--- src/shared/hpb_pkg.sv ---
package hpb_pkg;

  // Queue and buffer sizes.
  localparam int WQ_DEPTH  = 8;
  localparam int BUF_DEPTH = 2;
  // Word address bit where a display-memory page starts (2-Kbyte pages).
  localparam int PAGE_LSB  = 9;

  // Bus commands as seen on the byte-enable pins during the address phase.
  localparam logic [3:0] CMD_MRD = 4'h6;
  localparam logic [3:0] CMD_MWR = 4'h7;
  localparam logic [3:0] CMD_MRM = 4'hc;
  localparam logic [3:0] CMD_MRL = 4'he;
  localparam logic [3:0] CMD_MWI = 4'hf;

  // Upper half of a legacy 64-Kbyte segment address.
  localparam logic [15:0] VGA_SEG = 16'h000a;

  // Word address masks for the installed memory size.
  localparam logic [19:0] MASK_1M = 20'h3ffff;
  localparam logic [19:0] MASK_2M = 20'h7ffff;
  localparam logic [19:0] MASK_4M = 20'hfffff;

  typedef enum logic [1:0] {SZ_1M = 2'h0, SZ_2M = 2'h1, SZ_4M = 2'h2} hpb_size_e;

  // Byte order of each aperture.
  typedef enum logic [1:0] {AP_NONE = 2'h0, AP_HALF = 2'h1, AP_FULL = 2'h2, AP_WORD = 2'h3} hpb_ap_e;

  typedef enum logic [6:0] {
    S_IDLE    = 7'h01,
    S_WDATA   = 7'h02,
    S_BACKOFF = 7'h04,
    S_RWAIT   = 7'h08,
    S_RDATA   = 7'h10,
    S_TURN    = 7'h20,
    S_SKIP    = 7'h40
  } hpb_state_e;

  typedef struct packed {
    logic        clk;
    logic        frame_n;
    logic        irdy_n;
    logic [3:0]  cbe_n;
    logic [31:0] ad;
  } hpb_pin_s;

  typedef struct packed {
    logic        we;
    logic        page;
    logic [19:0] waddr;
    logic [31:0] data;
    logic [3:0]  be;
  } hpb_req_s;

  localparam hpb_pin_s PIN_RST = '{clk: 1'b0, frame_n: 1'b1, irdy_n: 1'b1, cbe_n: 4'hf, ad: 32'h0};
  localparam hpb_req_s REQ_RST = '0;

endpackage : hpb_pkg
--- src/rtl/hpb_host_port.sv ---
`timescale 1ns/1ps
// What this block does
// Attaches straight to the bus pins as a conforming target, no glue logic.
// Completes 32-bit memory transactions at bus clock rates up to 33 MHz.
// Accepts long memory bursts, advancing the address every data phase.
// Four apertures, each with its own byte-order swap for host data.
// Linear mode maps memory as one byte range of 1, 2 or 4 Mbytes.
// Linear hit needs top address byte equal base and nonzero enable field.
// Decodes the full 32-bit address itself.
// Also serves the legacy 64-Kbyte segment window.
// Posts writes and ends the bus phase once address and data are caught.
// Write queue holds eight 32-bit entries in every display mode.
// Drains queued writes whenever the two-entry memory buffer has room, flagging same-page entries.
// A full queue retries or disconnects writes; drain keeps arrival order.
// Reads return only after all earlier queued writes are committed.
module hpb_host_port (
  // Clock and reset.
  input  wire logic              ref_clk_i,
  input  wire logic              rst_i,
  // Bus pins.
  input  wire logic              pci_clk_i,
  input  wire logic              frame_n_i,
  input  wire logic              irdy_n_i,
  input  wire logic [3:0]        cbe_n_i,
  input  wire logic [31:0]       ad_i,
  output logic      [31:0]       ad_o,
  output logic                   ad_oe_o,
  output logic                   trdy_n_o,
  output logic                   trdy_oe_o,
  output logic                   devsel_n_o,
  output logic                   devsel_oe_o,
  output logic                   stop_n_o,
  output logic                   stop_oe_o,
  // Configuration levels.
  input  wire logic [7:0]        display_memory_base_reg_i,
  input  wire logic [3:0]        linear_window_enable_field_i,
  input  wire logic [1:0]        mem_size_i,
  input  wire logic              vga_enable_i,
  input  wire logic [5:0]        vga_bank_i,
  // Display memory port.
  output logic                   mem_valid_o,
  input  wire logic              mem_ready_i,
  output hpb_pkg::hpb_req_s      mem_req_o,
  input  wire logic              mem_rvalid_i,
  input  wire logic [31:0]       mem_rdata_i,
  output logic      [3:0]        wq_level_o
);
  import hpb_pkg::*;

  // Reorders bytes for an aperture; each mode is its own inverse.
  function automatic logic [31:0] swap32(input logic [31:0] d, input logic [1:0] ap);
    case (ap)
      AP_HALF: swap32 = {d[23:16], d[31:24], d[7:0], d[15:8]};
      AP_FULL: swap32 = {d[7:0], d[15:8], d[23:16], d[31:24]};
      AP_WORD: swap32 = {d[15:0], d[31:16]};
      default: swap32 = d;
    endcase
  endfunction : swap32

  hpb_pin_s   pin_w;
  hpb_pin_s   sync1_r;
  hpb_pin_s   sync2_r;
  hpb_pin_s   prev_r;
  hpb_state_e state_r;
  hpb_state_e state_nxt;
  logic [19:0] addr_r;
  logic [19:0] addr_nxt;
  logic [1:0]  ap_r;
  logic [1:0]  ap_nxt;
  logic        trdy_n_r;
  logic        trdy_nxt;
  logic        devsel_n_r;
  logic        devsel_nxt;
  logic        stop_n_r;
  logic        stop_nxt;
  logic        ctl_oe_r;
  logic        oe_nxt;
  logic [31:0] ad_r;
  logic        rd_sent_r;
  logic        rd_have_r;
  hpb_req_s    wq_mem_r [WQ_DEPTH];
  logic [2:0]  wq_wp_r;
  logic [2:0]  wq_rp_r;
  logic [3:0]  wq_cnt_r;
  hpb_req_s    buf_mem_r [BUF_DEPTH];
  logic        buf_wp_r;
  logic        buf_rp_r;
  logic [1:0]  buf_cnt_r;
  logic [19:PAGE_LSB] last_page_r;
  hpb_req_s    bin_w;
  logic [19:0] size_mask_w;

  // Every pin passes two flops; a third stage holds the value seen just before each link edge.
  assign pin_w = '{clk: pci_clk_i, frame_n: frame_n_i, irdy_n: irdy_n_i, cbe_n: cbe_n_i, ad: ad_i};
  always_ff @(posedge ref_clk_i or posedge rst_i) begin
    if (rst_i) begin
      sync1_r <= PIN_RST;
      sync2_r <= PIN_RST;
      prev_r  <= PIN_RST;
    end else begin
      sync1_r <= pin_w;
      sync2_r <= sync1_r;
      prev_r  <= sync2_r;
    end
  end

  // Address phase decode on the full address.
  wire       pedge_w   = sync2_r.clk & ~prev_r.clk;
  wire [3:0] cmd_w     = prev_r.cbe_n; // The command code stands on these pins as driven, not inverted.
  wire       cmd_rd_w  = (cmd_w == CMD_MRD) | (cmd_w == CMD_MRM) | (cmd_w == CMD_MRL);
  wire       cmd_wr_w  = (cmd_w == CMD_MWR) | (cmd_w == CMD_MWI);
  wire       lin_hit_w = (prev_r.ad[31:24] == display_memory_base_reg_i)
                         && (linear_window_enable_field_i != 4'h0); // see R6
  wire       vga_hit_w = vga_enable_i && (prev_r.ad[31:16] == VGA_SEG); // see R8
  wire       addr_ph_w = pedge_w && !prev_r.frame_n && (state_r == S_IDLE);
  wire       claim_w   = addr_ph_w && (lin_hit_w | vga_hit_w) && (cmd_rd_w | cmd_wr_w);
  wire [19:0] start_w  = lin_hit_w ? prev_r.ad[21:2] : {vga_bank_i, prev_r.ad[15:2]}; // see R5
  wire       xfer_w    = pedge_w && !prev_r.irdy_n && !trdy_n_r;
  wire       push_w    = xfer_w && (state_r == S_WDATA);
  wire       rd_xfer_w = xfer_w && (state_r == S_RDATA);
  wire       full_nxt_w = (wq_cnt_r == 4'(WQ_DEPTH)) || ((wq_cnt_r == 4'(WQ_DEPTH - 1)) && push_w);
  wire       rd_issue_w = (state_r == S_RWAIT) && !rd_sent_r && (wq_cnt_r == 4'h0)
                          && (buf_cnt_r == 2'h0);

  // Target sequencer; pin outputs change only at detected link edges.
  always_comb begin
    state_nxt  = state_r;
    trdy_nxt   = trdy_n_r;
    devsel_nxt = devsel_n_r;
    stop_nxt   = stop_n_r;
    oe_nxt     = ctl_oe_r;
    addr_nxt   = xfer_w ? addr_r + 20'h1 : addr_r;
    ap_nxt     = ap_r;
    case (state_r)
      S_IDLE: begin
        if (claim_w) begin
          devsel_nxt = 1'b0;
          oe_nxt     = 1'b1;
          addr_nxt   = start_w;
          ap_nxt     = lin_hit_w ? prev_r.ad[23:22] : AP_NONE;
          if (cmd_rd_w) begin
            state_nxt = S_RWAIT;
          end else if (wq_cnt_r == 4'(WQ_DEPTH)) begin
            stop_nxt  = 1'b0;
            state_nxt = S_BACKOFF;
          end else begin
            trdy_nxt  = 1'b0;
            state_nxt = S_WDATA;
          end
        end else if (addr_ph_w) begin
          state_nxt = S_SKIP;
        end
      end
      S_WDATA: begin
        if (push_w && prev_r.frame_n) begin
          trdy_nxt   = 1'b1;
          devsel_nxt = 1'b1;
          state_nxt  = S_TURN;
        end else if (pedge_w && full_nxt_w) begin
          trdy_nxt  = 1'b1;
          stop_nxt  = 1'b0;
          state_nxt = S_BACKOFF;
        end
      end
      S_BACKOFF: begin
        if (pedge_w && prev_r.frame_n) begin
          stop_nxt   = 1'b1;
          devsel_nxt = 1'b1;
          state_nxt  = S_TURN;
        end
      end
      S_RWAIT: begin
        if (pedge_w && rd_have_r) begin
          trdy_nxt  = 1'b0;
          state_nxt = S_RDATA;
        end
      end
      S_RDATA: begin
        if (rd_xfer_w) begin
          trdy_nxt   = 1'b1;
          devsel_nxt = prev_r.frame_n;
          state_nxt  = prev_r.frame_n ? S_TURN : S_RWAIT;
        end
      end
      S_TURN: begin
        if (pedge_w) begin
          oe_nxt    = 1'b0;
          state_nxt = S_IDLE;
        end
      end
      S_SKIP: begin
        if (pedge_w && prev_r.frame_n && prev_r.irdy_n) begin
          state_nxt = S_IDLE;
        end
      end
      default: state_nxt = S_IDLE;
    endcase
  end

  // Sequencer state and pin drivers.
  always_ff @(posedge ref_clk_i or posedge rst_i) begin
    if (rst_i) begin
      state_r    <= S_IDLE;
      addr_r     <= 20'h0;
      ap_r       <= AP_NONE;
      trdy_n_r   <= 1'b1;
      devsel_n_r <= 1'b1;
      stop_n_r   <= 1'b1;
      ctl_oe_r   <= 1'b0;
    end else begin
      state_r    <= state_nxt;
      addr_r     <= addr_nxt;
      ap_r       <= ap_nxt;
      trdy_n_r   <= trdy_nxt;
      devsel_n_r <= devsel_nxt;
      stop_n_r   <= stop_nxt;
      ctl_oe_r   <= oe_nxt;
    end
  end

  // Read tracking: one memory read per data phase, data swapped back for the host.
  always_ff @(posedge ref_clk_i or posedge rst_i) begin
    if (rst_i) begin
      rd_sent_r <= 1'b0;
      rd_have_r <= 1'b0;
      ad_r      <= 32'h0;
    end else begin
      rd_sent_r <= rd_issue_w | (rd_sent_r & (state_r == S_RWAIT));
      rd_have_r <= (mem_rvalid_i & rd_sent_r & (state_r == S_RWAIT)) | (rd_have_r & (state_r == S_RWAIT));
      if (mem_rvalid_i && rd_sent_r && !rd_have_r) begin
        ad_r <= swap32(mem_rdata_i, ap_r);
      end
    end
  end

  assign ad_o        = ad_r;
  assign ad_oe_o     = (state_r == S_RWAIT) | (state_r == S_RDATA);
  assign trdy_n_o    = trdy_n_r;
  assign devsel_n_o  = devsel_n_r;
  assign stop_n_o    = stop_n_r;
  assign trdy_oe_o   = ctl_oe_r;
  assign devsel_oe_o = ctl_oe_r;
  assign stop_oe_o   = ctl_oe_r;

  // Posted write queue; the bus phase ends as soon as the entry is stored.
  wire [31:0] wr_be_x_w = swap32({{8{~prev_r.cbe_n[3]}}, {8{~prev_r.cbe_n[2]}},
                                  {8{~prev_r.cbe_n[1]}}, {8{~prev_r.cbe_n[0]}}}, ap_r);
  wire hpb_req_s wr_req_w = '{we: 1'b1, page: 1'b0, waddr: addr_r, data: swap32(prev_r.ad, ap_r),
                              be: {wr_be_x_w[24], wr_be_x_w[16], wr_be_x_w[8], wr_be_x_w[0]}};
  wire hpb_req_s rd_req_w = '{we: 1'b0, page: 1'b0, waddr: addr_r, data: 32'h0, be: 4'hf};
  wire       buf_rdy_w = (buf_cnt_r != 2'(BUF_DEPTH));
  wire       wq_pop_w  = (wq_cnt_r != 4'h0) && buf_rdy_w;
  wire       bin_vld_w = (wq_cnt_r != 4'h0) | rd_issue_w;
  wire       bpush_w   = bin_vld_w && buf_rdy_w;
  wire       bpop_w    = mem_valid_o && mem_ready_i;

  always_ff @(posedge ref_clk_i or posedge rst_i) begin
    if (rst_i) begin
      wq_wp_r  <= 3'h0;
      wq_rp_r  <= 3'h0;
      wq_cnt_r <= 4'h0;
    end else begin
      if (push_w) begin
        wq_mem_r[wq_wp_r] <= wr_req_w;
        wq_wp_r           <= wq_wp_r + 3'h1;
      end
      if (wq_pop_w) begin
        wq_rp_r <= wq_rp_r + 3'h1;
      end
      wq_cnt_r <= wq_cnt_r + {3'h0, push_w} - {3'h0, wq_pop_w};
    end
  end

  // Installed size wraps linear offsets; page flag marks entries in the page last issued.
  assign size_mask_w = (mem_size_i == SZ_1M) ? MASK_1M : (mem_size_i == SZ_2M) ? MASK_2M : MASK_4M;
  always_comb begin
    bin_w       = (wq_cnt_r != 4'h0) ? wq_mem_r[wq_rp_r] : rd_req_w;
    bin_w.waddr = bin_w.waddr & size_mask_w;
    bin_w.page  = (bin_w.waddr[19:PAGE_LSB] == last_page_r);
  end

  // Two-entry buffer toward memory so a stalled memory port loses nothing.
  always_ff @(posedge ref_clk_i or posedge rst_i) begin
    if (rst_i) begin
      for (int i = 0; i < BUF_DEPTH; i++) begin
        buf_mem_r[i] <= REQ_RST;
      end
      buf_wp_r    <= 1'b0;
      buf_rp_r    <= 1'b0;
      buf_cnt_r   <= 2'h0;
      last_page_r <= '0;
    end else begin
      if (bpush_w) begin
        buf_mem_r[buf_wp_r] <= bin_w;
        buf_wp_r            <= ~buf_wp_r;
        last_page_r         <= bin_w.waddr[19:PAGE_LSB];
      end
      if (bpop_w) begin
        buf_rp_r <= ~buf_rp_r;
      end
      buf_cnt_r <= buf_cnt_r + {1'b0, bpush_w} - {1'b0, bpop_w};
    end
  end

  assign mem_valid_o = (buf_cnt_r != 2'h0);
  assign mem_req_o   = buf_mem_r[buf_rp_r];
  assign wq_level_o  = wq_cnt_r;
endmodule : hpb_host_port

--- config.mk ---
export PLATFORM = sky130hd
export DESIGN_NAME = hpb_host_port
export DESIGN_NICKNAME = d
export VERILOG_FILES = /design/src/shared/hpb_pkg.sv /design/src/rtl/hpb_host_port.sv
export SDC_FILE = /design/constraint.sdc
export NUM_CORES = 1
export LEC_CHECK = 0
export BUFFER_PORTS_ARGS = -buffer_cell sky130_fd_sc_hd__buf_2
export CORE_UTILIZATION = 45
export DETAILED_ROUTE_END_ITERATION = 7
export GPL_TIMING_DRIVEN = 0
export PLACE_DENSITY = 0.66
export SYNTH_ARGS = -nofsm -noshare
export SYNTH_HDL_FRONTEND = slang
export SYNTH_SLANG_ARGS = --single-unit
--- constraint.sdc ---
create_clock -name ref_clk_i -period 26 [get_ports ref_clk_i]
set_clock_uncertainty 0.15 [all_clocks]
set_input_delay 2.6 -clock ref_clk_i [delete_from_list [all_inputs] [get_ports ref_clk_i]]
set_output_delay 2.6 -clock ref_clk_i [all_outputs]
set_load 0.05 [all_outputs]
==> results of run 1 <==
[where the power goes]
group	switching, mW	leakage [nW]	internal (mW)
clock	0.471	1.29	0.678
sequential	0.0974	7.84	1.45
combinational	0.901	4.92	0.555
[flip-flops by register name, summed over array words and instances, names as in the netlist, 2 cells and up]
register	flops
sync1_r	39
ad_o	32
wq_level_o	4
sync2_r	39
addr_r	20
wq_rp_r	3
buf_mem_r	116
wq_mem_r	448
ap_r	2
buf_cnt_r	2
prev_r	35
wq_wp_r	3
state_r	7
last_page_r	11
cmd_w	4
[area by class of cell]
cell class	instances	area share [%]
Sequential cell	773	58.7
Multi-Input combinational cell	1006	25.4
Clock buffer	102	5.85
Timing Repair Buffer	229	3.94
Tap cell	931	3.16
Buffer	106	1.31
Clock inverter	44	1.30
Inverter	27	0.296
Antenna cell	2	0.0136
[metrics by stage]
| step | hold WS (ns) | area (sq um) | worst slack [ns] |
|---|---|---|---|
| 6_report | 0.193 | 36800 | 20.22 |
| 5_1_grt | 0.198 | 36800 | 20.01 |
| 4_1_cts | 0.196 | 36800 | 20.10 |
| 3_5_place_dp | 0.185 | 34200 | 20.53 |
| 3_3_place_gp | 0.182 | 33700 | 7.93 |
| 2_1_floorplan | 0.181 | 31500 | 12.90 |
[how the worst min path moves through the flow]
| stage | from | end | cells after the start |
|---|---|---|---|
| 2_1_floorplan | sync2_r[0] | prev_r[0] | 0 |
| 3_3_place_gp | sync1_r[11] | sync2_r[11] | 0 |
| 3_5_place_dp | sync2_r[28] | prev_r[28] | 0 |
| 4_1_cts | sync2_r[28] | prev_r[28] | 0 |
| 5_1_grt | sync1_r[30] | sync2_r[30] | 0 |
| 6_report | sync1_r[24] | sync2_r[24] | 0 |
[routing by layer]
metal / up-vias / GRT usage (%)
met5: - / 0
met4: 8 / 6.99
li1: 7817 / -
met3: 130 / 4.14
met1: 9189 / 29.3
met2: 711 / 35.1
[layout by cell type (no fill, tap or decap), types with 7 or more instances in the layout]
cell type  instances
nand4_1            7
o21ai_0           46
nor3_1             7
mux4_2           175
clkinv_2          10
buf_1             19
xnor2_1           29
dfrtp_1          303
inv_1             26
mux2_2           105
mux2_4            39
buf_12             9
mux2i_1           20
ha_1              11
clkbuf_1          74
buf_4             22
dfstp_2           22
edfxtp_1         448
nand2_1          306
nor2_1            46
clkbuf_16         81
buf_6              8
clkinv_1          18
xor2_1            21
buf_2            213
a21oi_1           85
bufinv_16          9
nand3_1           17
[cells by family (layout without fill, tap and decap cells)]
group	Yosys count	after routing	synth area share (%)
AO/OA/AOI/OAI	168	168	2.99
flip-flops	773	773	68.6
adder cells (fa/ha/maj)	12	12	0.500
XOR/XNOR	50	50	1.39
other	0	2	0
AND/OR/NAND/NOR	437	437	5.89
multiplexers	339	339	18.8
buffers and inverters	133	508	1.85
==> flow_metrics.env, run 1 <==
export IMPL_ys_seq_area_share_pct=68.6
export IMPL_gp_congestion=0.875
export IMPL_wl_met3_um=5390
export IMPL_grt_pass1_wl_um=114000
export IMPL_postCtsSetupRepairBufs=0
export IMPL_cts_tree="done"
export IMPL_maxCapViolCount=0
export IMPL_reg2reg_to="wq_mem_r[0][13]"
export IMPL_status="finished, violations left"
export IMPL_cpMostUsedCell="buf_1"
export IMPL_r2r_slack_ns=21.57
export IMPL_num_nets_final=2330
export IMPL_fin_crit_ns=5.78
export IMPL_max_stage_delay_ns=0.57
export IMPL_r2r_start="state_r[2]"
export IMPL_grt_max_degree=136
export IMPL_wl_met2_um=36100
export IMPL_syn_instance_count=1912
export IMPL_crit_cells=5
export IMPL_ctsLongestPathBuffers=3
export IMPL_die_w_um=267
export IMPL_num_vias=17855
export IMPL_antenna_found_initial=6
export IMPL_yosysMostFrequentCell="edfxtp_1"
export IMPL_drc=2
export IMPL_violations="DRC"
export IMPL_synth_cell_type_count=60
export IMPL_ctsResizeCount=0
export IMPL_synth_largest_area_cell="edfxtp_1"
export IMPL_synth_avg_cell_area_sq_um=16.5
export IMPL_initial_core_util_pct=45.7
export IMPL_synthFlopType="edfxtp_1"
export IMPL_num_rows=96
export IMPL_multi_input_area_sq_um=9360
export IMPL_cts_made_buffers=79
export IMPL_synthTopCellsByArea="edfxtp_1, dfrtp_1, mux4_2"
export IMPL_final_setup_viol_count=0
export IMPL_wl_met1_um=31200
export IMPL_hold_buffers=0
export IMPL_crit_path_top_delay_cell="buf_1"
export IMPL_numClockSinks=773
export IMPL_async_flop_share_pct=42.0
export IMPL_finalPower_mw=4.15
export IMPL_critPathTopFamily="buffers and inverters"
export IMPL_firstDrtPassIters=8
export IMPL_ff_latch_area_sq_um=21600
export IMPL_crit_end="mem_req_o[44]"
export IMPL_drtAntennaViolNets=0
export IMPL_path_class="reg2out"
export IMPL_p_leak_nw=14.1
export IMPL_worst_slew_pin_slew_ns=1.22
export IMPL_synth_warning_count=0
export IMPL_startpoint="buf_rp_r"
export IMPL_crit_chain="clkbuf_1, buf_1, buf_1, mux2_2, buf_2"
export IMPL_synth_common_cells="edfxtp_1, nand2_1, dfrtp_1, mux4_2, mux2_2"
export IMPL_dpl_cell_count=3072
export IMPL_routed_top_layer="met5"
export IMPL_wire_per_inst_um=23.2
export IMPL_hpwl_um=52800
export IMPL_ys_ff_latch=773
export IMPL_final_cells=3220
export IMPL_worstPathArrival_ns=3.03
export IMPL_r2r_cells=11
export IMPL_netlist_area_leader_share_pct=42.7
export IMPL_peakVddDrop_mv=0.0561
export IMPL_synthesis_nets=2020
export IMPL_slew_headroom_pct=18.8
export IMPL_die_y_um=267
export IMPL_areaGrowthSynthToFinish_pct=16.9
export IMPL_cp_required_ns=23.25
export IMPL_hold_viol_final=0
export IMPL_root_buffer="clkbuf_16"
export IMPL_fin_crit_sh_pct=22.2
export IMPL_slew_viol_final=0
export IMPL_core_area_sq_um=68900
export IMPL_path_max_fanout=10
export IMPL_synth_edff_count=448
export IMPL_hold_path_class="reg2reg"
export IMPL_clk_pin_slew_worst_paths_ns=0.06
export IMPL_via_per_inst=5.55
export IMPL_p_per_area_nw_per_um2=113
export IMPL_grt_pass1_vias=18890
export IMPL_drt_iter0_markers=1381
export IMPL_n_fill_cell=5626
export IMPL_drive_above_1_share_pct=31.8
export IMPL_grtUsageTotal_pct=21.5
export IMPL_h_tree_depth=3
export IMPL_clk_latency_ns=0.63
export IMPL_grt_overflow_total=0
export IMPL_die_area_sq_um=71100
export IMPL_setup_tns_ns=0
export IMPL_boundaryPins=198
export IMPL_wirelength_um=74600
export IMPL_fmax_ghz=0.173
export IMPL_io_buffer_count=197
export IMPL_fin_util_pct=53.4
export IMPL_syn_area_sq_um=31500
export IMPL_cp_start_kind="register"
export IMPL_end_kind="output port"
export IMPL_rsz0062_at_grt="no"
export IMPL_path_buf_inv=4
Note: power is estimated with default switching activity, not from simulation.
==> inputs of run 2 (changes only) <==
--- a/config.mk
+++ b/config.mk
@@ -9,7 +9,7 @@
 export CORE_UTILIZATION = 45
 export DETAILED_ROUTE_END_ITERATION = 7
 export GPL_TIMING_DRIVEN = 0
-export PLACE_DENSITY = 0.66
+export PLACE_DENSITY = 0.68
 export SYNTH_ARGS = -nofsm -noshare
 export SYNTH_HDL_FRONTEND = slang
 export SYNTH_SLANG_ARGS = --single-unit
==> constraint.sdc (replaced) <==
create_clock -name ref_clk_i -period 4.8 [get_ports ref_clk_i]
set_clock_uncertainty 0.15 [all_clocks]
set_input_delay 0.48 -clock ref_clk_i [delete_from_list [all_inputs] [get_ports ref_clk_i]]
set_output_delay 0.48 -clock ref_clk_i [all_outputs]
set_load 0.05 [all_outputs]
==> run 2 against run 1 <==
- the run now ends clean
- critical endpoint is now wq_mem_r[5][8]
- highest routed layer unchanged
- total power grew to 5.4 times the previous value
- non-clock buffer count grew 39
- design area grew 1.5%
- sequential cell count is the same
- sequential share of layout area shrank 0.87 points
- routed wire length grew 1.5%
- largest cell class unchanged
- sequential power grew to 5.4 times the previous value
- critical path type is now reg2reg
- largest power group unchanged
- core utilization grew 0.80 points
==> flow_metrics.env, run 2 (same netlist as run 1, synthesis figures left out) <==
export IMPL_status="finished clean"
export IMPL_final_cell_mix="edfxtp_1, nand2_1, dfrtp_1"
export IMPL_clk_latency_ns=0.61
export IMPL_pwr_share_comb_pct=35.3
export IMPL_hold_buffers=40
export IMPL_p_leak_nw=14.3
export IMPL_fmax_ghz=0.240
export IMPL_grt_overflow_total=0
export IMPL_final_setup_viol_count=0
export IMPL_hold_path_class="in2async"
export IMPL_worstPathArrival_ns=4.33
export IMPL_wire_per_inst_um=23.2
export IMPL_postCtsSetupRepairBufs=0
export IMPL_seq_power_share_pct=37.1
export IMPL_num_rows=96
export IMPL_drc=0
export IMPL_numClockSinks=773
export IMPL_dpl_cell_count=3071
export IMPL_ctsLongestPathBuffers=3
export IMPL_setup_tns_ns=0
export IMPL_n_fill_cell=5529
export IMPL_netSwitchingFraction_pct=35.3
export IMPL_largest_registers="wq_mem_r x448, buf_mem_r x116"
export IMPL_hpwl_um=53400
export IMPL_fin_crit_sh_pct=86.6
export IMPL_grt_pass1_wl_um=116000
export IMPL_num_vias=18165
export IMPL_met3_usage_pct=3.72
export IMPL_end_kind="register"
export IMPL_initial_core_util_pct=45.7
export IMPL_cp_required_ns=4.97
export IMPL_rsz0062_at_grt="no"
export IMPL_hold_viol_final=0
export IMPL_cts_made_buffers=78
export IMPL_boundaryPins=198
export IMPL_grt_pass1_vias=18979
export IMPL_h_tree_depth=3
export IMPL_root_buffer="clkbuf_16"
export IMPL_areaGrowthSynthToFinish_pct=18.6
export IMPL_clk_pin_slew_worst_paths_ns=0.06
export IMPL_wirelength_um=75700
export IMPL_die_y_um=267
export IMPL_slew_headroom_pct=26.3
export IMPL_fin_crit_ns=4.16
export IMPL_worst_slew_pin_slew_ns=1.10
export IMPL_crit_path_top_delay_cell="nor2_4"
export IMPL_cts_tree="done"
export IMPL_regMostFlops="wq_mem_r"
export IMPL_antenna_found_initial=4
export IMPL_dpl_cell_area_sq_um=34300
export IMPL_gp_congestion=0.865
export IMPL_firstDrtPassIters=6
export IMPL_path_max_fanout=23
export IMPL_grt_util_met1_pct=29.6
export IMPL_slew_viol_final=0
export IMPL_num_nets_final=2368
export IMPL_die_w_um=267
export IMPL_drt_iter0_markers=1453
export IMPL_core_area_sq_um=68900
export IMPL_use_met2_pct=36.3
export IMPL_grtUsageTotal_pct=21.7
export IMPL_drtAntennaViolNets=0
export IMPL_die_area_sq_um=71100
export IMPL_crit_chain="or4_1, nor4b_1, and2_1, clkbuf_1, nand2_1, nor2_4, buf_12, buf_16"
export IMPL_path_class="reg2reg"
export IMPL_io_buffer_count=197
export IMPL_ctsResizeCount=0
export IMPL_via_per_inst=5.57
export IMPL_largest_register_ffs=448
export IMPL_maxCapViolCount=0
export IMPL_drive_above_1_share_pct=31.6
export IMPL_grt_max_degree=46
export IMPL_p_per_area_nw_per_um2=604
export IMPL_switchingPower_mw=7.98
export IMPL_p_int_mw=14.6
export IMPL_p_clk_share_pct=27.6
export IMPL_stdcell_area_sq_um=37400
export IMPL_cp_start_kind="register"
export IMPL_finalPower_mw=22.6
export IMPL_final_common_cell="edfxtp_1"
export IMPL_peakVddDrop_mv=0.329
export IMPL_gr_max_usage_layer="met2"
export IMPL_max_stage_delay_ns=0.83
export IMPL_final_cells=3261
[run 2: cell count changes in the layout (fill, tap and decap cells not counted), sizes merged]
| cell | change |
|---|---|
| buf | -1 |
| bufinv | -1 |
| clkbuf | +6 |
| clkinv | -3 |
| clkinvlp | +2 |
| diode | +2 |
| dlygate4sd3 | +40 |
| inv | -4 |
[run 2: cell type report]
| type | count | area, sq um | area share, % |
|---|---|---|---|
| antenna | 4 | 10.0 | 0.0268 |
| timing repair buffer | 268 | 1960 | 5.23 |
| tap | 931 | 1160 | 3.12 |
| clock buffer | 108 | 2260 | 6.04 |
| clock inverter | 38 | 404 | 1.08 |
| sequential | 773 | 21600 | 57.8 |
| multi-input combinational | 1006 | 9380 | 25.1 |
| buffer | 106 | 482 | 1.29 |
| inverter | 27 | 105 | 0.281 |
[run 2: power by group through the flow]
| stage | Sequential (mW) | Combinational [mW] | Clock (mW) |
|---|---|---|---|
| 2_1_floorplan | 8.38 | 5.87 | 0 |
| 3_3_place_gp | 8.44 | 7.82 | 0 |
| 6_report | 8.38 | 7.97 | 6.24 |
| 4_1_cts | 8.37 | 8.05 | 6.33 |
| 5_1_grt | 8.46 | 8.58 | 6.58 |
| 3_5_place_dp | 8.50 | 7.98 | 0 |
[run 2: stage by stage]
step	worst slack [ns]	util, %	hold slack (ns)
floorplan	-2.12	-	0.181
global placement	-5.01	48.9	0.182
detailed placement	0.635	49.7	0.185
CTS	0.632	54.2	0.0000673
global route	0.446	54.2	0.0761
finish	0.642	54.2	0.00797
[run 2: worst max-delay path, delay by kind of cell, from the launching register on]
kind / cells / cell delay (ns)
buf+inv: 3 / 0.76
flops: 1 / 0.43
simple gates: 5 / 2.50
[run 2: worst paths after layout]
path / slack, ns / endpoint / start / cells after the start
setup / recovery: 0.64 / wq_mem_r[5][8] / state_r[2] / 8
hold / removal: 0.008 / wq_wp_r[2] / rst_i / 2
setup reg to reg: 0.64 / wq_mem_r[5][8] / state_r[2] / 8
hold reg to reg: 0.20 / prev_r[8] / sync2_r[8] / 0
max in group asynchronous: 3.08 / prev_r[29] / rst_i / 6
min in group ref_clk_i: 0.11 / buf_rp_r / mem_ready_i / 3
[run 2: routing by layer]
metal / vias to the layer above / wire (um)
li1: 7897 / -
met1: 9427 / 31500
met2: 725 / 37400
met3: 114 / 5280
met4: 2 / 1480
met5: - / 13
